`config.mk`:
```
export PLATFORM = sky130hd
export DESIGN_NAME = svt_vtiming_ctl
export DESIGN_NICKNAME = d
export VERILOG_FILES = /design/src/common/svt_pkg.sv /design/src/verilog/svt_vtiming_ctl.sv
export SDC_FILE = /design/constraint.sdc
export NUM_CORES = 1
export LEC_CHECK = 0
export BUFFER_PORTS_ARGS = -buffer_cell sky130_fd_sc_hd__buf_4
export CORE_ASPECT_RATIO = 0.7
export CORE_MARGIN = 4
export CORE_UTILIZATION = 35
export DETAILED_ROUTE_END_ITERATION = 12
export HOLD_SLACK_MARGIN = 0.12
export SETUP_SLACK_MARGIN = 0.5
export SYNTH_ARGS = -nofsm -noshare
export SYNTH_HDL_FRONTEND = slang
export SYNTH_SLANG_ARGS = --single-unit
```
`constraint.sdc`:
```
create_clock -name clock_in -period 4.3 [get_ports clock_in]
set_input_delay 0.215 -clock clock_in [delete_from_list [all_inputs] [get_ports clock_in]]
set_output_delay 0.215 -clock clock_in [all_outputs]
set_load 0.05 [all_outputs]
```
`src/common/svt_pkg.sv`:
```
// constants and carrier types for the vertical timing and serial output control block
// assumes a single 100 MHz clock domain shared with the parallel pixel source
package svt_pkg;
    localparam int unsigned WORD_W      = 20;
    localparam int unsigned BIT_CNT_W   = 5;
    localparam int unsigned DIV_W       = 4;
    localparam int unsigned ADDR_W      = 4;
    // register byte addresses
    localparam logic [ADDR_W-1:0] CTRL_ADDR   = 4'h0;
    localparam logic [ADDR_W-1:0] STATUS_ADDR = 4'h4;
    localparam logic [ADDR_W-1:0] FRAMES_ADDR = 4'h8;
    // control fields
    localparam int unsigned CTRL_SOFT_STANDBY = 0;
    localparam int unsigned CTRL_FORCE_OFF    = 1;
    localparam logic [1:0]  CTRL_RESET        = 2'h0;
    // status fields
    localparam int unsigned ST_VFLAG    = 0;
    localparam int unsigned ST_DISPLAY  = 1;
    localparam int unsigned ST_EMBEDDED = 2;
    localparam int unsigned ST_STANDBY  = 3;
    localparam int unsigned ST_OE       = 4;
    localparam int unsigned ST_RATE_LO  = 5;
    localparam int unsigned ST_BUF_LO   = 7;
    // embedded sync word detection on the low ten bits
    localparam logic [9:0] TRS_ONES  = 10'h3ff;
    localparam logic [9:0] TRS_ZEROS = 10'h000;
    localparam int unsigned TRS_V_BIT = 7;
    // clock cycles per serial bit for each line rate
    localparam logic [DIV_W-1:0] DIV_3G = 4'h1;
    localparam logic [DIV_W-1:0] DIV_HD = 4'h2;
    localparam logic [DIV_W-1:0] DIV_SD = 4'hb;
    // line rate codes, as seen on the status register
    localparam logic [1:0] RATE_HD = 2'h0;
    localparam logic [1:0] RATE_3G = 2'h1;
    localparam logic [1:0] RATE_SD = 2'h2;

    typedef struct packed {
        logic [WORD_W-1:0] data;
        logic              vflag;
    } svt_pix_t;

    typedef struct packed {
        logic [ADDR_W-1:0] address;
        logic              read;
        logic              write;
        logic [31:0]       writedata;
    } svt_avs_req_t;

    typedef struct packed {
        logic p;
        logic n;
        logic oe;
    } svt_serial_t;

    typedef enum logic [1:0] {
        SVT_IDLE    = 2'b00,
        SVT_SHIFT   = 2'b01,
        SVT_STANDBY = 2'b10
    } svt_state_t;
endpackage

```
`src/verilog/svt_vtiming_ctl.sv`:
```
// vertical timing interpretation, two-entry word buffer, serializer and output control
// assumes pixel inputs change in step with clock_in and an Avalon-MM master on the bus
//
// The Avalon-MM slave port and the register offsets were decided locally.
`timescale 1ns/1ps
`default_nettype none
module svt_vtiming_ctl
(
    input  wire logic              clock_in,
    input  wire logic              reset_n_in,
    input  wire svt_pkg::svt_avs_req_t avs_req_in,
    output logic                   avs_waitrequest_out,
    output logic [31:0]            avs_readdata_out,
    input  wire logic [svt_pkg::WORD_W-1:0] pix_data_in,
    input  wire logic              pix_valid_in,
    output logic                   pix_ready_out,
    input  wire logic              vtiming_in,
    input  wire logic              display_timing_select_in,
    input  wire logic              embedded_sync_detect_in,
    input  wire logic              standby_in,
    input  wire logic              serial_out_enable_in,
    input  wire logic              rate_select_0_in,
    input  wire logic              rate_select_1_in,
    output svt_pkg::svt_serial_t   serial_out_pair_out,
    output logic                   vflag_out,
    output logic                   standby_active_out
);
    import svt_pkg::*;

    typedef struct packed {
        logic                 ack;
        logic [31:0]          rdata;
        logic [1:0]           ctrl;
        logic [15:0]          frames;
        logic                 v_prev;
        logic [1:0]           trs_cnt;
        logic                 emb_v;
        svt_pix_t [1:0]       fifo;
        logic                 wr_ptr;
        logic                 rd_ptr;
        logic [1:0]           count;
        logic [WORD_W-1:0]    shreg;
        logic                 cur_v;
        logic [BIT_CNT_W-1:0] bit_cnt;
        logic [DIV_W-1:0]     div_cnt;
        logic                 oe;
        svt_state_t           state;
    } svt_regs_t;

    svt_regs_t r;
    svt_regs_t next_r;

    function automatic logic [DIV_W-1:0] rate_div(input logic s0, input logic s1);
        if (s0) begin
            return DIV_SD;
        end else if (s1) begin
            return DIV_3G;
        end
        return DIV_HD;
    endfunction

    function automatic logic [1:0] rate_code(input logic s0, input logic s1);
        if (s0) begin
            return RATE_SD;
        end else if (s1) begin
            return RATE_3G;
        end
        return RATE_HD;
    endfunction

    logic              stby;
    logic              push;
    logic              pop;
    logic              vsel;
    logic [DIV_W-1:0]  div_lim;
    logic [31:0]       status;
    logic              last_bit;

    assign stby    = standby_in | r.ctrl[CTRL_SOFT_STANDBY];
    assign div_lim = rate_div(rate_select_0_in, rate_select_1_in);
    assign pix_ready_out = (r.count != 2'h2) && (r.state != SVT_STANDBY);
    assign push    = pix_valid_in && pix_ready_out;
    assign last_bit = (r.div_cnt == div_lim - 4'h1) && (r.bit_cnt == BIT_CNT_W'(WORD_W - 1));
    assign pop     = (r.count != 2'h0) && ((r.state == SVT_IDLE) ||
                     ((r.state == SVT_SHIFT) && last_bit));

    // pin only counts when no embedded sync; both pin readings share one path
    always_comb begin
        if (embedded_sync_detect_in) begin
            vsel = r.emb_v;
        end else if (display_timing_select_in) begin
            vsel = vtiming_in;
        end else begin
            vsel = vtiming_in;
        end
    end

    always_comb begin
        status = 32'h0;
        status[ST_VFLAG]    = vsel;
        status[ST_DISPLAY]  = display_timing_select_in;
        status[ST_EMBEDDED] = embedded_sync_detect_in;
        status[ST_STANDBY]  = r.state == SVT_STANDBY;
        status[ST_OE]       = r.oe;
        status[ST_RATE_LO +: 2] = rate_code(rate_select_0_in, rate_select_1_in);
        status[ST_BUF_LO +: 2]  = r.count;
    end

    assign avs_waitrequest_out = (avs_req_in.read || avs_req_in.write) && !r.ack;
    assign avs_readdata_out    = r.rdata;
    assign serial_out_pair_out.p  = r.shreg[0];
    assign serial_out_pair_out.n  = ~r.shreg[0];
    assign serial_out_pair_out.oe = r.oe;
    assign vflag_out          = r.cur_v;
    assign standby_active_out = r.state == SVT_STANDBY;

    always_comb begin
        next_r = r;
        // one wait cycle per access; ack drops so back-to-back requests each wait
        next_r.ack = (avs_req_in.read || avs_req_in.write) && !r.ack;
        if (avs_req_in.read && !r.ack) begin
            case (avs_req_in.address)
                CTRL_ADDR:   next_r.rdata = {30'h0, r.ctrl};
                STATUS_ADDR: next_r.rdata = status;
                FRAMES_ADDR: next_r.rdata = {16'h0, r.frames};
                default:     next_r.rdata = 32'h0;
            endcase
        end
        if (avs_req_in.write && !r.ack && avs_req_in.address == CTRL_ADDR) begin
            next_r.ctrl = avs_req_in.writedata[1:0];
        end
        next_r.oe = serial_out_enable_in && !stby && !r.ctrl[CTRL_FORCE_OFF];

        if (push) begin
            // embedded sync words carry the vertical bit in the fourth word
            case (r.trs_cnt)
                2'h0: next_r.trs_cnt = (pix_data_in[9:0] == TRS_ONES) ? 2'h1 : 2'h0;
                2'h1, 2'h2: begin
                    if (pix_data_in[9:0] == TRS_ZEROS) begin
                        next_r.trs_cnt = r.trs_cnt + 2'h1;
                    end else begin
                        next_r.trs_cnt = (pix_data_in[9:0] == TRS_ONES) ? 2'h1 : 2'h0;
                    end
                end
                default: begin
                    next_r.trs_cnt = 2'h0;
                    next_r.emb_v   = pix_data_in[TRS_V_BIT];
                end
            endcase
            next_r.v_prev = vsel;
            if (vsel && !r.v_prev) begin
                next_r.frames = r.frames + 16'h1;
            end
            next_r.fifo[r.wr_ptr] = '{data: pix_data_in, vflag: vsel};
            next_r.wr_ptr = ~r.wr_ptr;
        end
        if (pop) begin
            next_r.rd_ptr  = ~r.rd_ptr;
            next_r.shreg   = r.fifo[r.rd_ptr].data;
            next_r.cur_v   = r.fifo[r.rd_ptr].vflag;
            next_r.bit_cnt = '0;
            next_r.div_cnt = '0;
        end
        next_r.count = r.count + {1'b0, push} - {1'b0, pop};

        case (r.state)
            SVT_IDLE: begin
                if (stby) begin
                    next_r.state = SVT_STANDBY;
                end else if (pop) begin
                    next_r.state = SVT_SHIFT;
                end
            end
            SVT_SHIFT: begin
                if (!pop) begin
                    if (r.div_cnt == div_lim - 4'h1) begin
                        next_r.div_cnt = '0;
                        next_r.shreg   = {1'b0, r.shreg[WORD_W-1:1]};
                        next_r.bit_cnt = r.bit_cnt + 5'h1;
                        if (last_bit) begin
                            next_r.state = stby ? SVT_STANDBY : SVT_IDLE;
                        end
                    end else begin
                        next_r.div_cnt = r.div_cnt + 4'h1;
                    end
                end
            end
            SVT_STANDBY: begin
                if (!stby) begin
                    next_r.state = SVT_IDLE;
                end
            end
            default: next_r.state = SVT_IDLE;
        endcase
        // standby drops buffered words and idles the shifter to save power
        if (next_r.state == SVT_STANDBY) begin
            next_r.count  = 2'h0;
            next_r.wr_ptr = 1'b0;
            next_r.rd_ptr = 1'b0;
            next_r.shreg  = '0;
        end
    end

    always_ff @(posedge clock_in or negedge reset_n_in) begin
        if (!reset_n_in) begin
            r       <= '0;
            r.ctrl  <= CTRL_RESET;
            r.state <= SVT_IDLE;
        end else begin
            r <= next_r;
        end
    end

    blank_flag_a: assert property (@(posedge clock_in) disable iff (!reset_n_in)
        (push && !display_timing_select_in && !embedded_sync_detect_in)
        |=> r.fifo[$past(r.wr_ptr)].vflag == $past(vtiming_in))
        else $error("blanking flag not taken from the vertical pin");
    embedded_ignore_a: assert property (@(posedge clock_in) disable iff (!reset_n_in)
        (push && embedded_sync_detect_in && !display_timing_select_in)
        |=> r.fifo[$past(r.wr_ptr)].vflag == $past(r.emb_v))
        else $error("vertical pin used while embedded sync active");
    vsync_read_a: assert property (@(posedge clock_in) disable iff (!reset_n_in)
        (push && display_timing_select_in && !embedded_sync_detect_in && vtiming_in)
        |=> r.fifo[$past(r.wr_ptr)].vflag)
        else $error("vertical sync not captured");
    vsync_ignore_a: assert property (@(posedge clock_in) disable iff (!reset_n_in)
        (display_timing_select_in && embedded_sync_detect_in) |-> status[ST_VFLAG] == r.emb_v)
        else $error("vertical sync not ignored");
    standby_enter_a: assert property (@(posedge clock_in) disable iff (!reset_n_in)
        (standby_in && r.state == SVT_IDLE) |=> standby_active_out && !pix_ready_out)
        else $error("standby not entered");
    output_float_a: assert property (@(posedge clock_in) disable iff (!reset_n_in)
        !serial_out_enable_in |=> !serial_out_pair_out.oe)
        else $error("serial output driven while disabled");
    output_drive_a: assert property (@(posedge clock_in) disable iff (!reset_n_in)
        (serial_out_enable_in && !stby && !r.ctrl[CTRL_FORCE_OFF]) |=> serial_out_pair_out.oe)
        else $error("serial output not driven while enabled");
    rate_step_a: assert property (@(posedge clock_in) disable iff (!reset_n_in)
        (r.state == SVT_SHIFT && !pop && r.div_cnt != div_lim - 4'h1 && $stable(div_lim))
        |=> $stable(r.shreg))
        else $error("bit shifted before its rate period ended");
    sample_step_a: assert property (@(posedge clock_in) disable iff (!reset_n_in)
        push |=> r.count == $past(r.count) + 2'h1 - {1'b0, $past(pop)}
                 || r.state == SVT_STANDBY)
        else $error("accepted word not buffered");
endmodule // svt_vtiming_ctl
`default_nettype wire
```
==> out/summary.txt <==
Run status: finished, final reports clean
Share of power burned in the clock network: 0.309
Count of cell types in the netlist: 55
Critical path capture point type: flip-flop
Post-Synthesis Cells: 541
Die area: 0.0193 mm²
Average wire per cell in the routed design: 15.7 µm
Power per unit of standard cell area: 624 mW/mm²
Setup clock skew after layout: 11.5 ps
Yosys warning count: 0
Switching share of power: 0.340
Clock sinks: 118
Post-synthesis cell area: 0.00597 mm²
Min Clock Period, post-route: 2990 ps
Remaining Overflow, GRT: 0
Post-synth EDFFs: 0
Part of the power in registers: 0.382
Core region area: 0.0165 mm²
Starting density of the core: 0.361
Yosys top cell by area: sky130_fd_sc_hd__dfrtp_1
Type of element launching the critical path: flip-flop
Detailed placement HPWL: 9050 µm
Detailed-route wire length: 13400 µm
Post-route setup TNS: 0 ps
Leakage Power: 3.18 nW
Top-level port count: 107
Fin crit share: 0.695
Ratio of routed vias to standard cells: 4.90
Unrepaired setup endpoints after global routing: false
Clock tree from TritonCTS: done
Share of final-layout standard cells stronger than drive strength 1: 0.274
Yosys top cell area share: 0.494
CTS HTree Levels: 4
WS Path Type: flip-flop to flip-flop
Fraction of the yosys area taken by sequential cells: 0.494
Largest driver fanout on the critical path: 23
Average cell area after synthesis: 11.0 µm²
# rows: 39
Synth-to-Final Area Change: 22.1%
Max Cap Violations: 0
Clock edge transition at the registers on the reported setup and hold paths: 60 ps
Clock Root Buffer: sky130_fd_sc_hd__clkbuf_16
Number of nets at the end of the flow: 687
Aggregate global-route resource usage: 0.143
Count of pins over their slew limit: 0
Top FF cell, synth: sky130_fd_sc_hd__dfrtp_1
Vias after detailed routing: 4163
Net Switching: 1.55 mW
Filler cells: 1519
Detailed router's first-iteration violation count: 301
Pin count of the biggest net entering global routing: 85
Clock Latency Late Sink: 400 ps
Internal portion of total power: 3.01 mW
Hold crit path type: input port to flip-flop
TritonRoute pass-1 iters: 5
Pin slew with the least headroom to its limit: 1080 ps
Number of instances resized during post-cts repair: 0
Final GP Congestion: 0.824
Highest achievable clock rate: 335 MHz
Reg2reg setup slack: 1310 ps
Final hold violations: 0
Critical path arrival: 3230 ps
Drt drc: 0
Antenna diodes: 0
Area contributors post-synth: sky130_fd_sc_hd__dfrtp_1 49%, sky130_fd_sc_hd__mux2_2 7.4%, sky130_fd_sc_hd__nand2_1 5.2%, sky130_fd_sc_hd__mux2_1 5.1%, sky130_fd_sc_hd__a311oi_2 4.8%
WP data required: 4550 ps
Final count of negative-setup-slack endpoints: 0
Number of buffers inserted during clock tree synthesis: 17
Antenna violations before repair: 0
Slew HR: 0.281
First-pass GRT wire length: 22400 µm
Comb pwr share: 0.309
Height of the die: 117 µm
Via count of the first global-routing pass: 4478
Chip Width: 164 µm
Number of buffers added on ports: 60
Post-route core utilization: 0.441
Synth async-reset ratio: 1.00
Number of synthesized register bits: 118
Maximum VDD drop: 0.322 mV
Max Root-Sink Buffers: 2
Remaining number of nets flagged by the antenna check after routing: 0
-- power by group through the flow --
stage	registers, mW	clock network (mW)	logic, mW
after CTS	1.74	1.44	1.42
after global placement	1.73	0	1.35
final	1.74	1.41	1.41
after global routing	1.79	1.49	1.54
after floorplan	1.66	0	1.13
after detailed placement	1.76	0	1.39
-- sequential cells by signal, indices dropped and copies added, names as in the netlist --
register             cells
vflag_out                1
r                       99
avs_readdata_out        16
serial_out_pair_out      2
-- synthesized netlist by cell type (4+ instances only) --
cell type                  count
sky130_fd_sc_hd__o21ai_0      21
sky130_fd_sc_hd__nand3_1      10
sky130_fd_sc_hd__clkbuf_1     12
sky130_fd_sc_hd__nor2_1       19
sky130_fd_sc_hd__xor2_1       12
sky130_fd_sc_hd__inv_1        10
sky130_fd_sc_hd__ha_1          7
sky130_fd_sc_hd__buf_4        36
sky130_fd_sc_hd__nor2b_1       4
sky130_fd_sc_hd__and3_1        5
sky130_fd_sc_hd__mux2_2       39
sky130_fd_sc_hd__buf_6         4
sky130_fd_sc_hd__xnor2_1       9
sky130_fd_sc_hd__nand2b_1      6
sky130_fd_sc_hd__nor3_1        6
sky130_fd_sc_hd__dfrtp_1     118
sky130_fd_sc_hd__a21oi_1      28
sky130_fd_sc_hd__nand2_1      82
sky130_fd_sc_hd__nand4_1       8
sky130_fd_sc_hd__mux2_1       27
sky130_fd_sc_hd__buf_2         6
sky130_fd_sc_hd__a22oi_1       7
sky130_fd_sc_hd__a311oi_2     19
-- placed cells by master, fill, tap and decap left out, types with 10 or more instances in the layout --
| master | synthesis | routed |
|---|---|---|
| sky130_fd_sc_hd__a21oi_1 | 28 | 28 |
| sky130_fd_sc_hd__a311oi_2 | 19 | 19 |
| sky130_fd_sc_hd__buf_4 | 36 | 67 |
| sky130_fd_sc_hd__clkbuf_16 | 0 | 17 |
| sky130_fd_sc_hd__conb_1 | 1 | 16 |
| sky130_fd_sc_hd__dfrtp_1 | 118 | 118 |
| sky130_fd_sc_hd__dlygate4sd3_1 | 0 | 28 |
| sky130_fd_sc_hd__inv_1 | 10 | 10 |
| sky130_fd_sc_hd__mux2_1 | 27 | 27 |
| sky130_fd_sc_hd__mux2_2 | 39 | 39 |
| sky130_fd_sc_hd__nand2_1 | 82 | 82 |
| sky130_fd_sc_hd__nand3_1 | 10 | 10 |
| sky130_fd_sc_hd__nor2_1 | 19 | 19 |
| sky130_fd_sc_hd__o21ai_0 | 21 | 21 |
| sky130_fd_sc_hd__xor2_1 | 12 | 12 |
-- routing by layer --
layer / vias to the layer above / global-route usage / share of wire
li1: 2001 / - / -
met1: 2069 / 0.206 / 0.49
met2: 84 / 0.215 / 0.45
met3: 9 / 0.0330 / 0.050
met4: 0 / 0.0398 / 0.0071
met5: - / 0 / 0
-- per-stage QoR --
step | power (mW) | std cells | setup slack [ps] | cell area, µm² | hold WS [ps]
after floorplan | 2.79 | 556 | 2030 | 6030 | -80.6
after detailed placement | 3.15 | 790 | 1320 | 6420 | 393
final | 4.56 | 850 | 1310 | 7300 | 158
after global routing | 4.83 | 850 | 1080 | 7300 | 151
after global placement | 3.08 | 790 | 1370 | 6420 | 387
after CTS | 4.60 | 850 | 1290 | 7300 | 152
-- logic make-up after synthesis --
logic type | synth area share
AO/OA/AOI/OAI | 0.129
XOR/XNOR | 0.0308
adder cells (fa/ha/maj) | 0.0147
buffers and inverters | 0.0729
flip-flops | 0.494
multiplexers | 0.129
other | 0.000628
AND/OR/NAND/NOR | 0.129
-- path summary, 6_finish.rpt --
kind	start	end	depth (start not counted)
worst min-delay path	embedded_sync_detect_in	avs_readdata_out[2]$_DFFE_PN0P_	3
worst min register to register	r[98]$_DFFE_PN0P_	r[98]$_DFFE_PN0P_	1
min in group asynchronous	reset_n_in	avs_readdata_out[0]$_DFFE_PN0P_	2
worst max-delay path	r[7]$_DFF_PN0_	r[34]$_DFF_PN0_	13
worst max register to register	r[7]$_DFF_PN0_	r[34]$_DFF_PN0_	13
max in group asynchronous	reset_n_in	r[9]$_DFF_PN0_	3
-- worst max-delay path: stages, from the launching register on --
cell and delay [ps]:
sky130_fd_sc_hd__dfrtp_1 410, sky130_fd_sc_hd__ha_1 240, sky130_fd_sc_hd__and4bb_2 260, sky130_fd_sc_hd__nand2_1 70
sky130_fd_sc_hd__a211o_1 90, sky130_fd_sc_hd__buf_4 260, sky130_fd_sc_hd__and2_4 430, sky130_fd_sc_hd__inv_2 180
sky130_fd_sc_hd__ha_1 310, sky130_fd_sc_hd__inv_1 40, sky130_fd_sc_hd__ha_1 180, sky130_fd_sc_hd__xor2_1 170
sky130_fd_sc_hd__xnor2_1 140, sky130_fd_sc_hd__nor2_1 50
-- layout make-up --
class                   instances  area [µm²]  share of cell area
inverters                      12        45.0             0.00617
flip-flops and latches        118        2950               0.405
clock buffers                  19         443              0.0607
multi-input cells             368        2640               0.362
repair buffers                 95         783               0.107
clock inverters                13         149              0.0204
well taps                     225         282              0.0386
-- what timing repair did --
| item | CTS | global route |
|---|---|---|
| hold endpoints to repair | 129 | 0 |
| hold buffers | 28 | 0 |
| setup buffers | 0 | 0 |
Note: power is estimated with default switching activity, not from simulation.
